===== src/sadc_pkg.sv =====
/*
 * Shared constants for the successive-approximation converter control:
 * register indices, control field positions, reset values, timing counts
 * and the sequencer state encoding.
 * Assumes a single CPU clock domain and 32-bit Avalon-MM register access.
 */
package sadc_pkg;

    // ------------------------------------------------------------------
    // register map (index; byte address is four times the index)
    // ------------------------------------------------------------------
    localparam logic [7:0] IDX_CTRL    = 8'hf7;
    localparam logic [7:0] IDX_RES_HI  = 8'hf8;
    localparam logic [7:0] IDX_RES_LO  = 8'hf9;

    // ------------------------------------------------------------------
    // control register fields
    // ------------------------------------------------------------------
    localparam int CTRL_START_BIT = 0;
    localparam int CTRL_SPEED_LSB = 1;
    localparam int CTRL_EOC_BIT   = 3;
    localparam int CTRL_CHAN_LSB  = 4;
    localparam logic [7:0] CTRL_RESET = 8'h00;

    // ------------------------------------------------------------------
    // conversion constants
    // ------------------------------------------------------------------
    localparam logic [9:0] SAR_MIDSCALE = 10'h200;
    localparam logic [9:0] RESULT_RESET = 10'h000;
    localparam logic [3:0] MSB_INDEX    = 4'h9;
    localparam logic [3:0] SETUP_LAST   = 4'h9;  // ten set-up clocks
    localparam logic [1:0] PHASE_LAST   = 2'h3;  // four clocks per bit
    localparam int CONV_CLKS            = 50;    // whole conversion
    localparam logic [5:0] BASE_DIV     = 6'h04; // cpu clocks per conv clk

    // ------------------------------------------------------------------
    // sequencer states, gray along idle -> setup -> bits
    // ------------------------------------------------------------------
    typedef enum logic [1:0] {
        SADC_IDLE  = 2'b00,
        SADC_SETUP = 2'b01,
        SADC_BITS  = 2'b11
    } sadc_state_e;

endpackage


===== src/sadc_sequencer.sv =====
/*
 * Ten-bit successive-approximation converter control with an Avalon-MM
 * register slave: control register, split result registers, trial code
 * to a resistor-string DAC and a sampled comparator input.
 * Assumes clk is the CPU clock, cmp_in is asynchronous, and the analogue
 * mux follows analog_chan.
 */
// The implementer's own choice: the Avalon-MM slave port.
`timescale 1ns/1ps

// Contract
// - three-bit channel field in control bits 6-4 picks one of eight inputs
// - exactly one channel is converted per conversion
// - writing control bit 0 as one starts a conversion
// - approximation register loads 200H at conversion start
// - one result bit decided per step, most significant first
// - first trial is the most significant bit alone, half reference
// - four clocks per bit plus ten set-up clocks, fifty in total
// - base speed conversion clock is four CPU clocks
// - two-bit speed field at control bits 2-1 picks conversion clock
// - at completion set end flag, store result, go idle
// - end flag at control bit 3 is read-only
// - upper eight result bits in high register, lower two in low
// - every completed conversion overwrites the result registers
// - control register at index F7H, whole-byte writes only
// - channel field may change between conversions
module sadc_sequencer
    import sadc_pkg::*;
(
    input  wire logic        clk,
    input  wire logic        rst_b,
    input  wire logic        ce,
    input  wire logic [9:0]  avs_address,
    input  wire logic        avs_read,
    input  wire logic        avs_write,
    input  wire logic [31:0] avs_writedata,
    input  wire logic [3:0]  avs_byteenable,
    output logic      [31:0] avs_readdata,
    output logic             avs_waitrequest,
    input  wire logic        cmp_in,
    output logic      [9:0]  dac_code,
    output logic      [2:0]  analog_chan,
    output logic             conv_active
);

    // ------------------------------------------------------------------
    // state
    // ------------------------------------------------------------------
    sadc_state_e state_ff;
    sadc_state_e nxt_state;
    logic [2:0]  chan_ff;
    logic [1:0]  speed_ff;
    logic        start_ff;
    logic        eoc_ff;
    logic [2:0]  conv_chan_ff;
    logic [1:0]  conv_speed_ff;
    logic [9:0]  sar_ff;
    logic [9:0]  nxt_sar;
    logic [9:0]  result_ff;
    logic [3:0]  bit_ff;
    logic [3:0]  nxt_bit;
    logic [3:0]  cnt_ff;
    logic [3:0]  nxt_cnt;
    logic        ack_ff;
    logic [31:0] rdata_ff;
    logic        cmp_meta_ff;
    logic        cmp_ff;
    logic        tick;

    // ------------------------------------------------------------------
    // bus decode
    // ------------------------------------------------------------------
    // one wait state: the read mux is registered before waitrequest drops
    wire        req      = avs_read | avs_write;
    wire        take     = ce & req & ack_ff;
    wire [7:0]  idx      = avs_address[9:2];
    wire        aligned  = (avs_address[1:0] == 2'b00);
    wire        hit_ctrl = aligned & (idx == IDX_CTRL);
    wire        hit_hi   = aligned & (idx == IDX_RES_HI);
    wire        hit_lo   = aligned & (idx == IDX_RES_LO);
    // narrower writes that miss the low byte lane are dropped
    wire        wr_ctrl  = take & avs_write & hit_ctrl
                           & avs_byteenable[0];
    wire [7:0]  wbyte    = avs_writedata[7:0];
    wire        idle     = (state_ff == SADC_IDLE);
    // a start while busy is ignored so the active channel stays put
    wire        start_go = wr_ctrl & wbyte[CTRL_START_BIT] & idle;

    assign avs_waitrequest = req & ~(ack_ff & ce); // held while frozen
    assign avs_readdata    = rdata_ff;

    // read mux; end flag reads live, reserved bits read zero
    wire [7:0]  ctrl_rd  = {1'b0, chan_ff, eoc_ff, speed_ff, start_ff};
    wire [31:0] rd_mux   = hit_ctrl ? {24'h000000, ctrl_rd} :
                           hit_hi   ? {24'h000000, result_ff[9:2]} :
                           hit_lo   ? {30'h0, result_ff[1:0]} :
                                      32'h00000000;

    // ------------------------------------------------------------------
    // successive approximation datapath
    // ------------------------------------------------------------------
    wire        in_bits  = (state_ff == SADC_BITS);
    wire [1:0]  phase    = cnt_ff[1:0];
    // decide on the last of the bit's four clocks so the DAC has settled
    wire        sample   = tick & in_bits & (phase == PHASE_LAST);
    wire [9:0]  bit_mask = 10'(10'h001 << bit_ff);
    // comparator low means input below trial: drop the trial bit
    wire [9:0]  decided  = cmp_ff ? sar_ff : (sar_ff & ~bit_mask);
    wire        last_bit = (bit_ff == 4'h0);
    wire [9:0]  trial    = last_bit ? decided : (decided | (bit_mask >> 1));
    wire        done     = sample & last_bit;

    assign dac_code    = sar_ff;
    assign analog_chan = conv_chan_ff;
    assign conv_active = ~idle;

    // conversion clock, speed frozen for the whole conversion
    sadc_tick_gen u_tick (
        .clk   (clk),
        .rst_b (rst_b),
        .ce    (ce),
        .run   (~idle),
        .speed (conv_speed_ff),
        .tick  (tick)
    );

    // ------------------------------------------------------------------
    // sequencer next state
    // ------------------------------------------------------------------
    always_comb begin
        nxt_state = state_ff;
        nxt_sar   = sar_ff;
        nxt_bit   = bit_ff;
        nxt_cnt   = cnt_ff;
        unique case (state_ff)
            SADC_IDLE: begin
                if (start_go) begin
                    nxt_state = SADC_SETUP;
                    nxt_sar   = SAR_MIDSCALE;
                    nxt_bit   = MSB_INDEX;
                    nxt_cnt   = 4'h0;
                end
            end
            SADC_SETUP: begin
                // ten set-up clocks before the first decision
                if (tick) begin
                    if (cnt_ff == SETUP_LAST) begin
                        nxt_state = SADC_BITS;
                        nxt_cnt   = 4'h0;
                    end else begin
                        nxt_cnt = cnt_ff + 4'h1;
                    end
                end
            end
            SADC_BITS: begin
                if (sample) begin
                    nxt_sar = trial;
                    nxt_cnt = 4'h0;
                    nxt_bit = bit_ff - 4'h1;
                    if (last_bit) begin
                        nxt_state = SADC_IDLE;
                        nxt_bit   = 4'h0;
                    end
                end else if (tick) begin
                    nxt_cnt = cnt_ff + 4'h1;
                end
            end
            default: begin
                nxt_state = SADC_IDLE;
            end
        endcase
    end

    // ------------------------------------------------------------------
    // registers
    // ------------------------------------------------------------------
    // comparator synchroniser, second stage is the only reader
    always_ff @(posedge clk or negedge rst_b) begin
        if (!rst_b) begin
            cmp_meta_ff <= 1'b0;
            cmp_ff      <= 1'b0;
        end else if (ce) begin
            cmp_meta_ff <= cmp_in;
            cmp_ff      <= cmp_meta_ff;
        end
    end

    // bus handshake and registered read data
    always_ff @(posedge clk or negedge rst_b) begin
        if (!rst_b) begin
            ack_ff   <= 1'b0;
            rdata_ff <= 32'h00000000;
        end else if (ce) begin
            ack_ff   <= req & ~ack_ff;
            rdata_ff <= rd_mux;
        end
    end

    // control fields; end flag is never written from the bus
    always_ff @(posedge clk or negedge rst_b) begin
        if (!rst_b) begin
            chan_ff  <= CTRL_RESET[CTRL_CHAN_LSB +: 3];
            speed_ff <= CTRL_RESET[CTRL_SPEED_LSB +: 2];
        end else if (wr_ctrl) begin
            chan_ff  <= wbyte[CTRL_CHAN_LSB +: 3];
            speed_ff <= wbyte[CTRL_SPEED_LSB +: 2];
        end
    end

    // start and end flags; set and clear never meet since a start
    // is only taken while idle and completion only happens while busy
    always_ff @(posedge clk or negedge rst_b) begin
        if (!rst_b) begin
            start_ff <= CTRL_RESET[CTRL_START_BIT];
            eoc_ff   <= CTRL_RESET[CTRL_EOC_BIT];
        end else if (start_go) begin
            start_ff <= 1'b1;
            eoc_ff   <= 1'b0;
        end else if (done) begin
            start_ff <= 1'b0;
            eoc_ff   <= 1'b1;
        end
    end

    // per-conversion copies of channel and speed
    always_ff @(posedge clk or negedge rst_b) begin
        if (!rst_b) begin
            conv_chan_ff  <= CTRL_RESET[CTRL_CHAN_LSB +: 3];
            conv_speed_ff <= CTRL_RESET[CTRL_SPEED_LSB +: 2];
        end else if (start_go) begin
            conv_chan_ff  <= wbyte[CTRL_CHAN_LSB +: 3];
            conv_speed_ff <= wbyte[CTRL_SPEED_LSB +: 2];
        end
    end

    // sequencer and result
    always_ff @(posedge clk or negedge rst_b) begin
        if (!rst_b) begin
            state_ff  <= SADC_IDLE;
            sar_ff    <= RESULT_RESET;
            bit_ff    <= 4'h0;
            cnt_ff    <= 4'h0;
            result_ff <= RESULT_RESET;
        end else if (ce) begin
            state_ff  <= nxt_state;
            sar_ff    <= nxt_sar;
            bit_ff    <= nxt_bit;
            cnt_ff    <= nxt_cnt;
            if (done) begin
                result_ff <= trial;
            end
        end
    end

    // ------------------------------------------------------------------
    // checks
    // ------------------------------------------------------------------
    // helper: enabled cycles spent busy since the start
    logic [10:0] busy_cyc_ff;
    always_ff @(posedge clk or negedge rst_b) begin
        if (!rst_b) begin
            busy_cyc_ff <= 11'h000;
        end else if (ce) begin
            busy_cyc_ff <= idle ? 11'h000 : busy_cyc_ff + 11'h001;
        end
    end

    a_conv_length: assert property (
        @(posedge clk) disable iff (!rst_b)
        done |-> (int'(busy_cyc_ff) + 1 ==
                  CONV_CLKS * (4 << conv_speed_ff)))
        else $error("conversion length does not match fifty clocks");

    a_base_speed: assert property (
        @(posedge clk) disable iff (!rst_b)
        (tick && conv_speed_ff == 2'b00) |-> (busy_cyc_ff[1:0] == 2'b11))
        else $error("base conversion clock is not four cpu clocks");

    a_chan_stable: assert property (
        @(posedge clk) disable iff (!rst_b)
        (conv_active && $past(conv_active)) |->
            $stable(analog_chan))
        else $error("channel changed during a conversion");

    a_start_mid: assert property (
        @(posedge clk) disable iff (!rst_b)
        start_go |=> (dac_code == 10'h200 && conv_active && !eoc_ff))
        else $error("conversion did not begin at midscale");

    a_done_idle: assert property (
        @(posedge clk) disable iff (!rst_b)
        done |=> (eoc_ff && !start_ff && !conv_active
                  && result_ff == $past(trial)))
        else $error("completion did not flag, store and go idle");

    a_eoc_readonly: assert property (
        @(posedge clk) disable iff (!rst_b)
        (wr_ctrl && !start_go && !done) |=> $stable(eoc_ff))
        else $error("bus write altered the end flag");

    a_byte_only: assert property (
        @(posedge clk) disable iff (!rst_b)
        (take && avs_write && !avs_byteenable[0]) |=>
            ($stable(chan_ff) && $stable(speed_ff)))
        else $error("write without low byte lane changed control");

    a_chan_write: assert property (
        @(posedge clk) disable iff (!rst_b)
        wr_ctrl |=> (chan_ff == $past(wbyte[6:4])))
        else $error("channel field did not take the written value");

    a_sample_only: assert property (
        @(posedge clk) disable iff (!rst_b)
        (in_bits && $past(in_bits) && $changed(sar_ff)) |->
            $past(sample))
        else $error("trial code changed off the fourth clock");

    a_result_split: assert property (
        @(posedge clk) disable iff (!rst_b)
        (ack_ff && avs_read && hit_hi && $past(ce)
         && $stable(result_ff)) |->
            (avs_readdata == {24'h000000, result_ff[9:2]}))
        else $error("high result register shows wrong bits");

endmodule


===== src/sadc_tick_gen.sv =====
/*
 * Conversion clock generator: one-cycle tick every (4 << speed) enabled
 * CPU clocks while run is high; restarts from zero whenever run is low.
 * Assumes clk is the CPU clock and ce freezes the count.
 */
`timescale 1ns/1ps
module sadc_tick_gen
    import sadc_pkg::*;
(
    input  wire logic       clk,
    input  wire logic       rst_b,
    input  wire logic       ce,
    input  wire logic       run,
    input  wire logic [1:0] speed,
    output logic            tick
);

    logic [5:0] cnt_ff;
    logic [5:0] nxt_cnt;
    wire  [5:0] last_cnt = 6'(BASE_DIV << speed) - 6'h01;
    wire        at_last  = (cnt_ff == last_cnt);

    // ------------------------------------------------------------------
    // divider; held at zero between conversions so phase is known
    // ------------------------------------------------------------------
    assign tick    = ce & run & at_last;
    assign nxt_cnt = (!run || at_last) ? 6'h00 : cnt_ff + 6'h01;

    // count only while enabled
    always_ff @(posedge clk or negedge rst_b) begin
        if (!rst_b) begin
            cnt_ff <= 6'h00;
        end else if (ce) begin
            cnt_ff <= nxt_cnt;
        end
    end

endmodule


===== config.mk =====
export PLATFORM = sky130hd
export DESIGN_NAME = sadc_sequencer
export DESIGN_NICKNAME = d
export VERILOG_FILES = /design/src/sadc_pkg.sv /design/src/sadc_sequencer.sv /design/src/sadc_tick_gen.sv
export SDC_FILE = /design/constraint.sdc
export NUM_CORES = 1
export LEC_CHECK = 0
export ABC_AREA = 1
export BUFFER_PORTS_ARGS = -buffer_cell sky130_fd_sc_hd__buf_2
export CORE_MARGIN = 2
export CORE_UTILIZATION = 47
export CTS_CLUSTER_SIZE = 30
export DETAILED_ROUTE_END_ITERATION = 8
export PLACE_DENSITY = 0.87
export SLEW_MARGIN = 0
export SYNTH_ARGS = -nofsm -noshare
export SYNTH_HDL_FRONTEND = slang
export SYNTH_SLANG_ARGS = --single-unit

===== constraint.sdc =====
create_clock -name clk -period 1.5 [get_ports clk]
set_clock_uncertainty 0.05 [all_clocks]
set_input_delay 0.15 -clock clk [delete_from_list [all_inputs] [get_ports clk]]
set_output_delay 0.15 -clock clk [all_outputs]
set_load 0.1 [all_outputs]

After elaboration in Yosys (flattened, before gate mapping):

Cells that the tools add are included.

* memory bits (read-only): 0
* bits of input ports: 52
* output and inout port bits: 47
* register bits: 83
* memory bits (writable): 0
* memories: 0
* latch bits: 0
* logic and storage cells: 101

* magnitude comparators: 0
* shift-type cells: 2
* mux-type cells: 29
* $mul: 0
* divide/modulo/power cells: 0
* equality and inequality tests: 14
* add/sub/neg operators: 4
* bitwise gates (word level): 25
* reduce and logical (&&, ||, !) cells: 11

Operators by type and width (number)
* 10-bit 2-to-1 mux: 4
* 4-bit 2-to-1 mux: 8
* 8-bit equality test (second input constant): 3
* 10-bit case mux with 2 select lines: 1
* 1-bit AND: 18
* 8-bit 2-to-1 mux: 2
* 2-bit 2-to-1 mux: 6
* 4-bit case mux with 3 select lines: 1
* 10-bit AND: 1
* 10-bit NOT: 1
* 10-bit by 9-bit OR with 10-bit output: 1
* 1-bit by 4-bit left shift with 10-bit output (first input constant): 1
* 4-bit case mux with 2 select lines: 1
* 6-bit by 1-bit adder with 6-bit output (second input constant): 1
* 6-bit equality test: 1
* 6-bit 2-to-1 mux: 1
* 2-bit by 1-bit != test with 1-bit output (second input constant): 3
* 2-bit case mux with 3 select lines: 1
* 6-bit AND reduction: 1
* 3-bit by 2-bit left shift with 6-bit output (first input constant): 1
* 6-bit by 1-bit subtractor with 6-bit output (second input constant): 1
* 5-bit AND reduction: 1
* 4-bit by 1-bit adder with 4-bit output (second input constant): 1
* 2-bit equality test (second input constant): 2
* other kinds (15): 23

Depth between registers and ports, before layout:

* depth after elaboration: 10
* mapped depth: 11
* gate-level depth less buffers: 10

Cells and area by module:

A second synthesis with hierarchy kept.

* cells, all modules: 440
* area, all modules: 3355.7 sq um

By module, submodules not included
* sadc_sequencer: times used 1, area an instance 2934.1 sq um, sequential area each 1326.3 sq um, cells an instance 386
* sadc_tick_gen: times used 1, area an instance 421.7 sq um, sequential area each 150.1 sq um, cells an instance 54

Worst setup path before layout:

No wires, ideal clock.

* kind: register to output
* from: register ack_ff
* to: output port avs_waitrequest
* setup slack: -0.437 ns
* stages on the path, launching flop included: 4
* data required time: 1.300 ns
* arrival: 1.737 ns
* buffers on the path: 0
* cells stage by stage: dfrtp_1 > nand2_1 > inv_1 > nor2_1

* cells in the longest elaborated chain, start to end: 3

Ends and longest elaborated chain
* start: declaration: line sadc_sequencer.sv:64 `logic ack_ff;`
* start signal: assignment: line sadc_sequencer.sv:194 `ack_ff <= req & ~ack_ff;`
* 1-bit AND: line sadc_sequencer.sv:89 `assign avs_waitrequest = req & ~(ack_ff & ce);`
* 1-bit NOT: line sadc_sequencer.sv:89
* 1-bit AND: line sadc_sequencer.sv:89
* end: declaration: line sadc_sequencer.sv:39 `output logic avs_waitrequest,`

Every way passes these cells.

Worst setup path in the final report:

* from: register u_tick.cnt_ff[0]
* to: register result_ff[2]

* cells in the longest elaborated chain, start to end: 6

Ends and longest elaborated chain
* start: declaration: line sadc_tick_gen.sv:18 `logic [5:0] cnt_ff;`
* start signal: assignment: line sadc_tick_gen.sv:34 `cnt_ff <= nxt_cnt;`
* 6-bit equality test: line sadc_tick_gen.sv:21 `wire at_last = (cnt_ff == last_cnt);`
* 1-bit AND: line sadc_tick_gen.sv:26 `assign tick = ce & run & at_last;`
* 1-bit AND (2 in a row): line sadc_sequencer.sv:105 `wire sample = tick & in_bits & (phase == PHASE_LAST);`
* 1-bit AND: line sadc_sequencer.sv:111 `wire done = sample & last_bit;`
* 2-bit AND reduction (no line)
* end signal: assignment: line sadc_sequencer.sv:250 `result_ff <= trial;`
* end: declaration: line sadc_sequencer.sv:59 `logic [9:0] result_ff;`

Every way passes these cells.
A chain may end at the register's enable or synchronous reset.

==> results.py <==
metrics = {
    "status": {
        "status": "complete, but fails checks",
        "failed_checks": "setup timing",
    },
    "power": {
        "ir_worst_vdd_mv": 1.499,
        "power_per_cell_area_nw_per_um2": 1769,
        "p_leak_nw": 2.309,
    },
    "timing": {
        "max_freq_mhz": 561.2,
        "drv_slew": 0,
        "tns_ns": -6.929,
        "final-setup-viol-count": 38,
        "final-hold-violation-count": 0,
        "period_minus_slack_ns": 1.782,
        "fin_ws_ns": -0.2819,
        "rsz0062_at_grt": "yes",
        "period_share_pct": 118.8,
    },
    "setup_path": {
        "r2r-start": "u_tick.cnt_ff[0]$_DFFE_PN0P_",
        "worstPathCellList": "ha_2, inv_2, nor2_4, nand2_1, nor2_2, nand4_1, inv_4, nand3b_4, nor2_4, a21oi_2",
        "critPathMaxFanout": 6,
        "crit_required_ns": 1.69,
        "crit_family": "simple AND/OR/NAND/NOR gates",
        "crit_top_cell": "nor2_4",
        "rrSetupSlack_ns": -0.28,
        "cp-start-kind": "flip-flop",
        "rr_worst_depth": 10,
        "end_kind": "flip-flop",
        "arrival_ns": 1.97,
        "r2r_end": "result_ff[2]$_DFFE_PN0P_",
        "critPathBufInv": 2,
        "critPathKind": "flip-flop to flip-flop",
        "slowest_delay_ns": 0.37,
        "cpMaxStageDelayCell": "dfrtp_1",
        "cp.depth": 10,
    },
    "grt": {
        "grt.overflow.total": 0,
        "grt_pass1_wl_um": 13100,
        "grt_pass1_vias": 2929,
        "grt_max_degree": 60,
        "gr-usage-all-layers_pct": 22.33,
        "antenna_found_initial": 0,
    },
    "cts": {
        "cts_buffer_depth": 2,
        "cts_tree": "done",
        "cts.clk_slew.worst_paths_ns": 0.07,
        "numCtsBuffers": 9,
        "cts_root_buffer": "clkbuf_8",
        "cts_max_level": 3,
        "clock_latency_ns": 0.36,
        "cts.sinks": 59,
    },
    "routing": {
        "vias": 2978,
        "avgRoutedWirePerCell_um": 13.87,
        "drt-total-wl_um": 8170,
        "ant_nets": 0,
        "viasPerCell": 5.056,
        "remaining_drc_errors": 0,
        "dr.pass1.iters": 5,
        "drt_iter0_drc": 208,
    },
    "place": {
        "hpwl_um": 5319,
        "pre_cts_ws_ns": -0.2257,
        "globalplace.congestion": 0.8675,
        "io_buffers": 45,
    },
    "layout": {
        "final_nets": 561,
        "syn_to_final_growth_pct": 26.06,
        "antenna_cells": 0,
        "post-route-util_pct": 61.00,
        "drive_gt1_share_pct": 31.04,
        "n_fill_cell": 598,
    },
    "die": {
        "die_h_um": 87.41,
        "ioPinCount": 99,
        "initial_utilization_pct": 48.39,
        "core_um2": 6756,
        "die_area_um2": 7640,
        "std_cell_rows": 30,
        "die_w_um": 87.41,
    },
    "synthesis": {
        "synth_area_um2": 3269,
        "syn_inst": 421,
        "syn-mean-instance-area_um2": 7.766,
        "yosysSeqAreaShare_pct": 45.16,
        "yosys_warnings": 0,
        "ys_ff_latch": 59,
        "post_synth_num_cell_types": 36,
    },
    "worst_hold_path": {
        "min_to": "chan_ff[2]$_DFFE_PN0N_",
        "hold_class": "input pin to flip-flop",
        "hold_depth": 3,
        "min_from": "avs_writedata[6]",
    },
    "flow_run": {
        "drv_cap": 0,
    },
}
[cells in the final DEF (no fill, tap or decap), types with 9 or more instances in the layout]
| master | count |
|---|---|
| a21oi_1 | 12 |
| buf_2 | 43 |
| buf_4 | 30 |
| clkbuf_8 | 9 |
| conb_1 | 24 |
| dfrtp_1 | 58 |
| inv_1 | 44 |
| nand2_1 | 125 |
| nand2_2 | 13 |
| nand3_1 | 14 |
| nor2_1 | 18 |
| nor2_2 | 11 |
| o21ai_0 | 21 |
| o21ai_2 | 11 |
[sequential cells by signal (all words and copies together), names as in the netlist]
name and count:
cmp_ff 1, start_ff 1, bit_ff 4, analog_chan 3
chan_ff 3, conv_speed_ff 2, dac_code 10, ack_ff 1
avs_readdata 8, cnt_ff 4, cmp_meta_ff 1, u_tick.cnt_ff 6
state_ff 2, speed_ff 2, eoc_ff 1, result_ff 10
[worst max-delay path by stage]
stage | from | endpoint | slack [ns]
floorplan | state_ff[0]$_DFFE_PN0P_ | dac_code[1]$_DFFE_PN0P_ | -0.32
global placement | u_tick.cnt_ff[0]$_DFFE_PN0P_ | result_ff[7]$_DFFE_PN0P_ | -0.15
detailed placement | u_tick.cnt_ff[0]$_DFFE_PN0P_ | dac_code[6]$_DFFE_PN0P_ | -0.23
CTS | u_tick.cnt_ff[0]$_DFFE_PN0P_ | result_ff[5]$_DFFE_PN0P_ | -0.19
global route | u_tick.cnt_ff[0]$_DFFE_PN0P_ | result_ff[2]$_DFFE_PN0P_ | -0.36
finish | u_tick.cnt_ff[0]$_DFFE_PN0P_ | result_ff[2]$_DFFE_PN0P_ | -0.28
[Yosys cell counts, drive strengths merged]
master	number	share of area (%)
a21boi	1	0.23
a21oi	15	2.4
a32o	1	0.31
and3	1	0.19
buf	30	7.3
clkbuf	4	0.46
conb	1	0.11
dfrtp	59	45
ha	3	1.1
inv	50	5.7
nand2	143	17
nand3	15	2.3
nand3b	2	0.84
nand4	7	1.7
nor2	35	4.7
nor3	7	1.2
nor3b	1	0.23
o211ai	1	0.23
o21ai	37	6.9
o22ai	1	0.19
or2	2	0.38
xor2	5	1.3
[tightest hold or removal path, stage by stage]
cell	delay (ns)
buf_2	0.10
inv_1	0.06
o21ai_0	0.08
[power breakdown]
group          switching (mW)  internal (mW)
Clock                   0.615          0.574
Combinational            2.74           1.13
Sequential              0.327           1.91
[what timing repair did]
item                                    CTS  global route
resized for setup                        17            31
pin swaps                                11            12
hold buffers                              2             0
cloned                                    4             1
buffers inserted                          3             1
endpoints found under the hold margin    60             0
endpoints found under the setup margin   39            42
[area by class of cell]
| cell class | instances | area, um^2 | area share [%] |
|---|---|---|---|
| Inverter | 50 | 193.9 | 4.706 |
| Sequential cell | 59 | 1478 | 35.85 |
| Timing Repair Buffer | 80 | 534.3 | 12.96 |
| Tap cell | 80 | 100.1 | 2.429 |
| Multi-Input combinational cell | 306 | 1667 | 40.44 |
| Clock buffer | 11 | 131.4 | 3.188 |
| Clock inverter | 3 | 17.52 | 0.4250 |
[metal layers]
| metal | GRT usage [%] | wire [um] |
|---|---|---|
| met3 | 7.867 | 576 |
| met1 | 27.57 | 3486 |
| met4 | 9.790 | 259 |
| met2 | 35.26 | 3848 |
| met5 | 0 | 0 |
[per-stage QoR]
step | cells | hold WS [ns] | area (um^2) | power (mW)
floorplan | 444 | -0.1956 | 3369 | 4.762
global placement | 564 | 0.1253 | 3687 | 5.594
detailed placement | 564 | 0.1261 | 3687 | 5.690
CTS | 587 | 0.02221 | 3993 | 7.059
global route | 589 | 0.03283 | 4121 | 7.686
finish | 589 | 0.02449 | 4121 | 7.289
[cells by family (layout without fill, tap and decap cells)]
kind of cell             count (synthesis)  count (layout)  share of synthesized area (%)
buffers and inverters                   84             144                          13.47
flip-flops                              59              59                          45.16
XOR/XNOR                                 5               5                          1.339
AO/OA/AOI/OAI                           56              56                          10.29
other                                    1              24                         0.1147
AND/OR/NAND/NOR                        213             218                          28.47
adder cells (fa/ha/maj)                  3               3                          1.148
No activity file was read; power rests on OpenSTA's default activity.
